$ cat config.mk
export PLATFORM = sky130hd
export DESIGN_NAME = rcd_ref_clock_out
export DESIGN_NICKNAME = d
export VERILOG_FILES = /design/src/rcd_pkg.sv /design/src/rcd_ref_clock_out.sv /design/src/rcd_edge_detect.sv /design/src/rcd_divider.sv
export SDC_FILE = /design/constraint.sdc
export NUM_CORES = 1
export LEC_CHECK = 0
export ABC_AREA = 0
export BUFFER_PORTS_ARGS = -buffer_cell sky130_fd_sc_hd__buf_2
export CORE_MARGIN = 2
export CORE_UTILIZATION = 50
export CTS_CLUSTER_SIZE = 16
export DETAILED_ROUTE_END_ITERATION = 16
export GPL_ROUTABILITY_DRIVEN = 1
export PLACE_DENSITY = 0.86
export SLEW_MARGIN = 0
export SYNTH_ARGS = -nofsm -noshare
export SYNTH_HDL_FRONTEND = slang
export SYNTH_SLANG_ARGS = --single-unit
$ cat constraint.sdc
create_clock -name ref_clk -period 3.6 [get_ports ref_clk]
set_clock_uncertainty 0.15 [all_clocks]
set_input_delay 0.18 -clock ref_clk [delete_from_list [all_inputs] [get_ports ref_clk]]
set_output_delay 0.18 -clock ref_clk [all_outputs]
set_load 0.01 [all_outputs]
$ cat src/rcd_pkg.sv
package rcd_pkg;

  // clock rate of the register and divider logic
  localparam int unsigned REF_CLK_HZ        = 40_000_000;
  localparam int unsigned REF_CLK_PERIOD_NS = 25;

  // register offsets (byte addresses, one aligned word each)
  localparam int unsigned  ADR_W           = 8;
  localparam logic [7:0]   CTRL_OFFSET     = 8'h00;
  localparam logic [7:0]   STATUS_OFFSET   = 8'h04;

  // control register field positions
  localparam int unsigned  CTRL_W          = 16;
  localparam int unsigned  ENABLE_BIT      = 15;
  localparam int unsigned  RESERVED_BIT    = 14;
  localparam int unsigned  RUN_SLEEP_BIT   = 13;
  localparam int unsigned  SOURCE_BIT      = 12;
  localparam int unsigned  DIV_LSB         = 8;
  localparam int unsigned  DIV_W           = 4;

  // values after reset and writable bits
  localparam logic [15:0]  CTRL_RESET      = 16'h0000;
  localparam logic [15:0]  CTRL_WRITE_MASK = 16'hbf00;
  localparam logic [31:0]  STATUS_RESET    = 32'h0000_0000;

  // status register field positions
  localparam int unsigned  STS_OE_BIT      = 0;
  localparam int unsigned  STS_LEVEL_BIT   = 1;
  localparam int unsigned  STS_SLEEP_BIT   = 2;
  localparam int unsigned  STS_SLEEPRUN_BIT = 3;
  localparam int unsigned  STS_PRIMEN_BIT  = 4;
  localparam int unsigned  STS_PRIMSRC_BIT = 5;

  // oscillator configuration codes
  localparam int unsigned  OSC_CFG_W                = 3;
  localparam logic [2:0]   EXTERNAL_CLOCK_MODE      = 3'h0;
  localparam logic [2:0]   STANDARD_CRYSTAL_MODE    = 3'h1;
  localparam logic [2:0]   HIGH_SPEED_CRYSTAL_MODE  = 3'h2;

  typedef struct packed {
    logic             refOutEnable;
    logic             reserved14;
    logic             refRunInSleep;
    logic             refSourceSelect;
    logic [3:0]       refDivisorSelect;
    logic [7:0]       lowByte;
  } rcd_ctrl_t;

  typedef struct packed {
    logic             cyc;
    logic             stb;
    logic             we;
    logic [3:0]       sel;
    logic [7:0]       adr;
    logic [31:0]      dat;
  } rcd_wb_req_t;

  typedef struct packed {
    logic             ack;
    logic [31:0]      dat;
  } rcd_wb_rsp_t;

  typedef enum logic [1:0] {
    PWR_AWAKE,
    PWR_SLEEP_RUN,
    PWR_SLEEP_STOP
  } rcd_power_t;

endpackage

$ cat src/rcd_ref_clock_out.sv
`timescale 1ns/100ps
// Behaviour
// - with the enable bit set the divided clock drives the output pin, with it clear the pin is disabled.
// - the four divisor bits divide the base clock by two to the power of their value, zero passing it undivided.
// - with the source bit set the primary oscillator is the base clock.
// - with the source bit clear the system clock is the base clock and follows every clock switch.
// - with the run-in-sleep and source bits set and a primary oscillator mode configured the output keeps running in sleep.
// - with the run-in-sleep bit clear the output stops on sleep entry.
// - the output runs in sleep only with run-in-sleep and source set and a primary oscillator mode configured.
// - without the source bit the primary oscillator is powered down on sleep entry.
// - the crystal runs in sleep only when the oscillator configuration enables it.
// - the output works in every oscillator configuration while awake.
// - bit 14 and the low byte read as zero and ignore writes.
module rcd_ref_clock_out (
  // clock and reset
  input  wire logic                        ref_clk,
  input  wire logic                        sys_rst,
  // wishbone slave
  input  wire rcd_pkg::rcd_wb_req_t        wbReq,
  output rcd_pkg::rcd_wb_rsp_t             wbRsp,
  // base clock levels
  input  wire logic                        sysClkLevel,
  input  wire logic                        primaryClkLevel,
  // power and oscillator configuration
  input  wire logic                        sleepRequest,
  input  wire logic [2:0]                  oscConfig,
  // reference pin
  output logic                             refClockPin,
  output logic                             refClockOe,
  // primary oscillator control
  output logic                             primaryOscEnable
);
  import rcd_pkg::*;

  typedef struct packed {
    rcd_ctrl_t        ctrl;
    rcd_power_t       power;
    logic             ack;
    logic [31:0]      rdData;
    logic             pin;
    logic             oe;
    logic             primEn;
  } rcd_top_state_t;

  rcd_top_state_t stateReg;
  rcd_top_state_t stateNext;

  // base clock edges
  logic sysRise;
  logic primaryRise;
  logic baseTick;
  logic baseLevel;
  logic divLevel;
  logic divHold;

  // bus decode
  logic        busTake;
  logic        busCommit;
  logic        hitCtrl;
  logic        hitStatus;
  logic [15:0] ctrlWord;
  logic [15:0] writeWord;
  logic [15:0] laneMask;
  logic [31:0] readWord;
  logic [31:0] statusWord;

  // sleep decision
  logic       primaryMode;
  logic       keepInSleep;
  rcd_power_t powerNext;

  rcd_edge_detect u_sys_edge (
    .ref_clk (ref_clk),
    .sys_rst (sys_rst),
    .level   (sysClkLevel),
    .rise    (sysRise)
  );

  rcd_edge_detect u_primary_edge (
    .ref_clk (ref_clk),
    .sys_rst (sys_rst),
    .level   (primaryClkLevel),
    .rise    (primaryRise)
  );

  always_comb begin
    if (stateReg.ctrl.refSourceSelect) begin
      baseTick  = primaryRise;
      baseLevel = primaryClkLevel;
    end else begin
      baseTick  = sysRise;
      baseLevel = sysClkLevel;
    end
  end

  assign divHold = ~stateReg.ctrl.refOutEnable | (stateReg.power == PWR_SLEEP_STOP);

  rcd_divider #(
    .SEL_W (DIV_W)
  ) u_divider (
    .ref_clk       (ref_clk),
    .sys_rst       (sys_rst),
    .baseTick      (baseTick),
    .baseLevel     (baseLevel),
    .hold          (divHold),
    .divisorSelect (stateReg.ctrl.refDivisorSelect),
    .divLevel      (divLevel)
  );

  // oscillator configuration check
  always_comb begin
    case (oscConfig)
      EXTERNAL_CLOCK_MODE:     primaryMode = 1'b1;
      STANDARD_CRYSTAL_MODE:   primaryMode = 1'b1;
      HIGH_SPEED_CRYSTAL_MODE: primaryMode = 1'b1;
      default:                 primaryMode = 1'b0;
    endcase
  end

  assign keepInSleep = stateReg.ctrl.refRunInSleep & stateReg.ctrl.refSourceSelect & primaryMode;

  // power state
  always_comb begin
    powerNext = stateReg.power;
    case (stateReg.power)
      PWR_AWAKE: begin
        if (sleepRequest) begin
          if (keepInSleep) begin
            powerNext = PWR_SLEEP_RUN;
          end else begin
            powerNext = PWR_SLEEP_STOP;
          end
        end
      end
      PWR_SLEEP_RUN: begin
        if (!sleepRequest) begin
          powerNext = PWR_AWAKE;
        end else if (!keepInSleep) begin
          powerNext = PWR_SLEEP_STOP;
        end
      end
      PWR_SLEEP_STOP: begin
        if (!sleepRequest) begin
          powerNext = PWR_AWAKE;
        end
      end
      default: begin
        powerNext = PWR_AWAKE;
      end
    endcase
  end

  // register decode
  assign busTake   = wbReq.cyc & wbReq.stb & ~stateReg.ack;
  assign busCommit = wbReq.cyc & wbReq.stb & stateReg.ack & wbReq.we;
  assign hitCtrl   = (wbReq.adr == CTRL_OFFSET);
  assign hitStatus = (wbReq.adr == STATUS_OFFSET);
  assign ctrlWord  = stateReg.ctrl;
  assign laneMask  = {{8{wbReq.sel[1]}}, {8{wbReq.sel[0]}}};
  assign writeWord = (ctrlWord & ~(laneMask & CTRL_WRITE_MASK))
                   | (wbReq.dat[15:0] & laneMask & CTRL_WRITE_MASK);

  always_comb begin
    statusWord                   = STATUS_RESET;
    statusWord[STS_OE_BIT]       = stateReg.oe;
    statusWord[STS_LEVEL_BIT]    = stateReg.pin;
    statusWord[STS_SLEEP_BIT]    = (stateReg.power != PWR_AWAKE);
    statusWord[STS_SLEEPRUN_BIT] = (stateReg.power == PWR_SLEEP_RUN);
    statusWord[STS_PRIMEN_BIT]   = stateReg.primEn;
    statusWord[STS_PRIMSRC_BIT]  = stateReg.ctrl.refSourceSelect;
  end

  always_comb begin
    readWord = 32'h0000_0000;
    if (hitCtrl) begin
      readWord = {16'h0000, ctrlWord & CTRL_WRITE_MASK};
    end else if (hitStatus) begin
      readWord = statusWord;
    end
  end

  // next state
  always_comb begin
    stateNext       = stateReg;
    stateNext.power = powerNext;
    stateNext.ack   = busTake;
    if (busTake) begin
      stateNext.rdData = wbReq.we ? 32'h0000_0000 : readWord;
    end
    if (busCommit && hitCtrl) begin
      stateNext.ctrl = rcd_ctrl_t'(writeWord);
    end
    stateNext.ctrl.reserved14 = 1'b0;
    stateNext.ctrl.lowByte    = 8'h00;

    // pin drive
    stateNext.oe = stateReg.ctrl.refOutEnable;
    if (stateReg.ctrl.refOutEnable && (stateReg.power != PWR_SLEEP_STOP)) begin
      stateNext.pin = divLevel;
    end else begin
      stateNext.pin = 1'b0;
    end

    // primary oscillator power
    if (powerNext == PWR_AWAKE) begin
      stateNext.primEn = primaryMode;
    end else if (powerNext == PWR_SLEEP_RUN) begin
      stateNext.primEn = primaryMode;
    end else begin
      stateNext.primEn = 1'b0;
    end
  end

  always_ff @(posedge ref_clk) begin
    if (sys_rst) begin
      stateReg.ctrl   <= rcd_ctrl_t'(CTRL_RESET);
      stateReg.power  <= PWR_AWAKE;
      stateReg.ack    <= 1'b0;
      stateReg.rdData <= 32'h0000_0000;
      stateReg.pin    <= 1'b0;
      stateReg.oe     <= 1'b0;
      stateReg.primEn <= 1'b0;
    end else begin
      stateReg <= stateNext;
    end
  end

  assign wbRsp.ack        = stateReg.ack;
  assign wbRsp.dat        = stateReg.rdData;
  assign refClockPin      = stateReg.pin;
  assign refClockOe       = stateReg.oe;
  assign primaryOscEnable = stateReg.primEn;

endmodule // rcd_ref_clock_out

$ cat src/rcd_edge_detect.sv
`timescale 1ns/100ps
module rcd_edge_detect (
  // clock and reset
  input  wire logic ref_clk,
  input  wire logic sys_rst,
  // sampled level
  input  wire logic level,
  output logic      rise
);
  import rcd_pkg::*;

  typedef struct packed {
    logic prevLevel;
  } rcd_edge_state_t;

  rcd_edge_state_t stateReg;
  rcd_edge_state_t stateNext;

  always_comb begin
    stateNext           = stateReg;
    stateNext.prevLevel = level;
  end

  always_ff @(posedge ref_clk) begin
    if (sys_rst) begin
      stateReg <= '0;
    end else begin
      stateReg <= stateNext;
    end
  end

  assign rise = level & ~stateReg.prevLevel;

endmodule // rcd_edge_detect

$ cat src/rcd_divider.sv
`timescale 1ns/100ps
module rcd_divider #(
  parameter int unsigned SEL_W = 4
) (
  // clock and reset
  input  wire logic             ref_clk,
  input  wire logic             sys_rst,
  // base clock as level and rising-edge pulse
  input  wire logic             baseTick,
  input  wire logic             baseLevel,
  // control
  input  wire logic             hold,
  input  wire logic [SEL_W-1:0] divisorSelect,
  // divided level
  output logic                  divLevel
);
  import rcd_pkg::*;

  localparam int unsigned CNT_W = (2 ** SEL_W) - 1;

  typedef struct packed {
    logic [CNT_W-1:0] count;
    logic             level;
    logic [SEL_W-1:0] prevSelect;
  } rcd_div_state_t;

  rcd_div_state_t   stateReg;
  rcd_div_state_t   stateNext;
  logic [CNT_W-1:0] lastCount;

  always_comb begin
    lastCount = '0;
    if (divisorSelect != '0) begin
      lastCount = CNT_W'((32'h1 << (divisorSelect - SEL_W'(1))) - 32'h1);
    end
    stateNext            = stateReg;
    stateNext.prevSelect = divisorSelect;
    if (hold || (divisorSelect != stateReg.prevSelect)) begin
      stateNext.count = '0;
      stateNext.level = 1'b0;
    end else if (divisorSelect == '0) begin
      stateNext.level = baseLevel;
    end else if (baseTick) begin
      if (stateReg.count == lastCount) begin
        stateNext.count = '0;
        stateNext.level = ~stateReg.level;
      end else begin
        stateNext.count = stateReg.count + CNT_W'(1);
      end
    end
  end

  always_ff @(posedge ref_clk) begin
    if (sys_rst) begin
      stateReg <= '0;
    end else begin
      stateReg <= stateNext;
    end
  end

  assign divLevel = stateReg.level;

endmodule // rcd_divider

==> flow_metrics.py <==
metrics = {
    "floorplan": {
        "ioPinCount": 91,
        "core_mm2": 0.00514,
        "die_w_um": 77.2,
        "die-area_mm2": 0.00595,
        "die_h_um": 77.2,
        "start_util_pct": 52.1,
        "rows": 26,
    },
    "clock_tree": {
        "clk_path_buf_depth": 2,
        "tritoncts": "done",
        "clk_latency_ns": 0.31,
        "cts_setup_buffers": 0,
        "path_clk_slew_ns": 0.09,
        "cts_root_buf": "clkbuf_8",
        "clock_sinks": 48,
        "numCtsBuffers": 5,
        "cts-htree-levels": 2,
    },
    "detailed_routing": {
        "drc_errors": 0,
        "drt_pass1_iterations": 4,
        "vias_per_cell": 5.29,
        "antenna_left": 0,
        "drt_iter0_markers": 248,
        "wl_per_cell_um": 13.2,
        "routed_wl_um": 5590,
        "vias": 2233,
    },
    "layout": {
        "area_delta_synth_final_pct": 10.0,
        "n_antenna_cell": 0,
        "final_nets": 408,
        "drive_gt1_share_pct": 19.0,
    },
    "setup_path": {
        "r2r_setup_slack_ns": 0.43,
        "slowest_stage": "dfxtp_1",
        "criticalPathCategory": "flop to flop",
        "r2r-end": "u_divider.stateReg[15]$_SDFFE_PP0P_",
        "slowest_delay_ns": 0.44,
        "cp.arrival_ns": 3.21,
        "crit_end": "u_divider.stateReg[15]$_SDFFE_PP0P_",
        "cp_cell_sequence": "nor3_2 > nand2_1 > ha_1 > nor4bb_1 > a21oi_1 > o21ai_0 > xor2_1 > nor4_4 > nand3_2 > o21bai_4 > nor2_1",
        "start_kind": "flop",
        "cp_max_fo": 16,
        "end_kind": "flop",
        "critical_path_required_ns": 3.64,
        "reg2reg_depth": 11,
    },
    "sta": {
        "final.setup.tns_ns": 0,
        "drv_slew": 0,
        "report.final.hold_viol_count": 0,
        "worst_slew_pin_slew_ns": 1.07,
        "slew_headroom_pct": 27.9,
        "fin_crit_sh_pct": 88.0,
        "fin_crit_ns": 3.17,
        "setup_viol_count_final": 0,
        "max_freq_mhz": 316,
        "rsz0062_at_grt": "false",
    },
    "global_route": {
        "grt_pass1_vias": 2050,
        "overflow": 0,
        "grt_pass1_wl_um": 9650,
        "grt_max_degree": 26,
        "antenna_found_initial": 0,
        "grt_use_total_pct": 20.0,
    },
    "power": {
        "power.total_uw": 929,
        "vdd_drop_max_uv": 181,
        "leakage_uw": 0.00123,
        "p_per_area_mw_per_mm2": 315,
    },
    "yosys": {
        "ys_types": 46,
        "synth_warnings": 0,
        "synthArstFlopShare_pct": 0,
        "synth_area_mm2": 0.00268,
        "syn_inst": 317,
        "synth-seq-cells": 48,
        "synth_edf_count": 0,
        "synthFlopType": "dfxtp_1",
        "yosysSeqAreaShare_pct": 35.9,
        "avgSynthCellArea_um2": 8.44,
    },
    "status": {
        "outcome": "finished, final reports clean",
    },
    "flow_run": {
        "drv_cap": 0,
    },
    "hold_path": {
        "hold_depth": 4,
        "min_path_type": "input pin to flop",
    },
    "placement": {
        "io_buffers": 43,
        "place.gp.congestion": 0.873,
        "hpwl_um": 3950,
    },
}
worst max-delay path: cells and delay by family (launching register included):
family | cells | cell delay [ns]
xor+xnor | 1 | 0.15
flops | 1 | 0.44
simple gates | 6 | 1.28
compound gates | 3 | 0.67
fa+ha+maj | 1 | 0.37
kinds of logic after synthesis:
logic type | count (synthesis) | synth area share (%)
buffers and inverters | 53 | 13.4
XOR/XNOR | 28 | 9.16
other | 1 | 0.140
multiplexers | 7 | 2.62
flip-flops | 48 | 35.9
adder cells (fa/ha/maj) | 2 | 0.935
AND/OR/NAND/NOR | 134 | 27.1
AO/OA/AOI/OAI | 44 | 10.8
cell usage after synthesis, drive strengths merged, types with 3 or more instances:
cell,count,area (um2)
nand4,7,43.8
dfxtp,48,961
nor3b,5,37.5
nand2b,4,25.0
nor2b,8,50.1
nor2,34,128
buf,41,313
and3,6,37.5
a22o,6,52.6
mux2i,7,70.1
and2,3,18.8
or2,3,18.8
nor4,6,73.8
a21oi,15,75.1
inv,4,15.0
xnor2,5,43.8
clkbuf,8,30.0
nand2,28,105
nand3,16,85.1
nor3,6,35.0
xor2,23,201
o21ai,9,45.0
cell usage in the layout, fill, tap and decap left out, types with 2 or more instances in the layout:
| cell type | Yosys | final |
|---|---|---|
| buf_4 | 33 | 5 |
| o22ai_1 | 2 | 2 |
| and2_1 | 3 | 3 |
| ha_1 | 2 | 2 |
| a31oi_1 | 2 | 2 |
| nand2b_1 | 4 | 4 |
| a22o_1 | 6 | 6 |
| mux2i_1 | 7 | 7 |
| o211ai_1 | 2 | 2 |
| nand4_1 | 7 | 7 |
| a21oi_1 | 15 | 15 |
| nand2_1 | 28 | 28 |
| clkbuf_8 | 0 | 6 |
| xor2_1 | 23 | 23 |
| nor4bb_1 | 2 | 2 |
| nor3_1 | 5 | 4 |
| nor3b_1 | 5 | 5 |
| nand4b_1 | 2 | 2 |
| xnor2_1 | 5 | 5 |
| nand3_1 | 15 | 15 |
| a21boi_0 | 2 | 2 |
| nor2_1 | 34 | 34 |
| conb_1 | 1 | 19 |
| inv_1 | 4 | 4 |
| o21ai_0 | 8 | 8 |
| nor2b_1 | 8 | 8 |
| o21a_1 | 2 | 2 |
| nor4_4 | 2 | 2 |
| nor3_2 | 1 | 2 |
| dlygate4sd3_1 | 0 | 10 |
| dfxtp_1 | 48 | 47 |
| or2_2 | 3 | 3 |
| nor4_1 | 3 | 3 |
| buf_2 | 4 | 43 |
| and3_1 | 6 | 6 |
stage by stage:
stage,util [%],cells,instance area (um2),hold slack [ns],worst slack [ns]
floorplan,-,335,2740,0.102,0.818
finish,57.3,422,2940,0.0283,0.434
detailed placement,53.3,404,2740,0.269,0.303
CTS,57.2,422,2940,0.00211,0.280
global route,57.3,422,2940,0.0339,0.000561
global placement,53.3,404,2740,0.257,0.433
timing repair:
item                                    CTS  global route
endpoints found under the setup margin    0            13
hold endpoints to repair                 10             0
hold buffers                             10             0
resized for setup                         0             2
cell type report:
type	count	area, um2
Fill cell	457	2200
Multi-Input combinational cell	234	1430
Sequential cell	48	962
Timing Repair Buffer	58	353
Tap cell	70	87.6
Clock buffer	6	82.6
Inverter	4	15.0
Clock inverter	2	13.8
power by group:
| group | leakage, uW | total [uW] | switching, uW | internal [uW] |
|---|---|---|---|---|
| registers | 0.000388 | 535 | 2.12 | 533 |
| clock network | 0.0000516 | 343 | 186 | 157 |
| logic | 0.000788 | 50.6 | 28.1 | 22.5 |
| total | 0.00123 | 929 | 216 | 713 |
how the worst min path moves through the flow:
stage / start / to
finish: sleepRequest / primaryOscEnable$_SDFF_PP0_
global route: sleepRequest / primaryOscEnable$_SDFF_PP0_
CTS: sleepRequest / primaryOscEnable$_SDFF_PP0_
detailed placement: sysClkLevel / u_sys_edge.stateReg$_SDFF_PP0_
global placement: primaryClkLevel / u_primary_edge.stateReg$_SDFF_PP0_
floorplan: sys_rst / u_primary_edge.stateReg$_SDFF_PP0_
metal layers:
metal	global-route usage, %	routed length, um
met5	0	0
met3	5.06	352
met1	26.0	2470
met2	31.2	2640
met4	9.11	123
(Power assumes the default switching activity.)
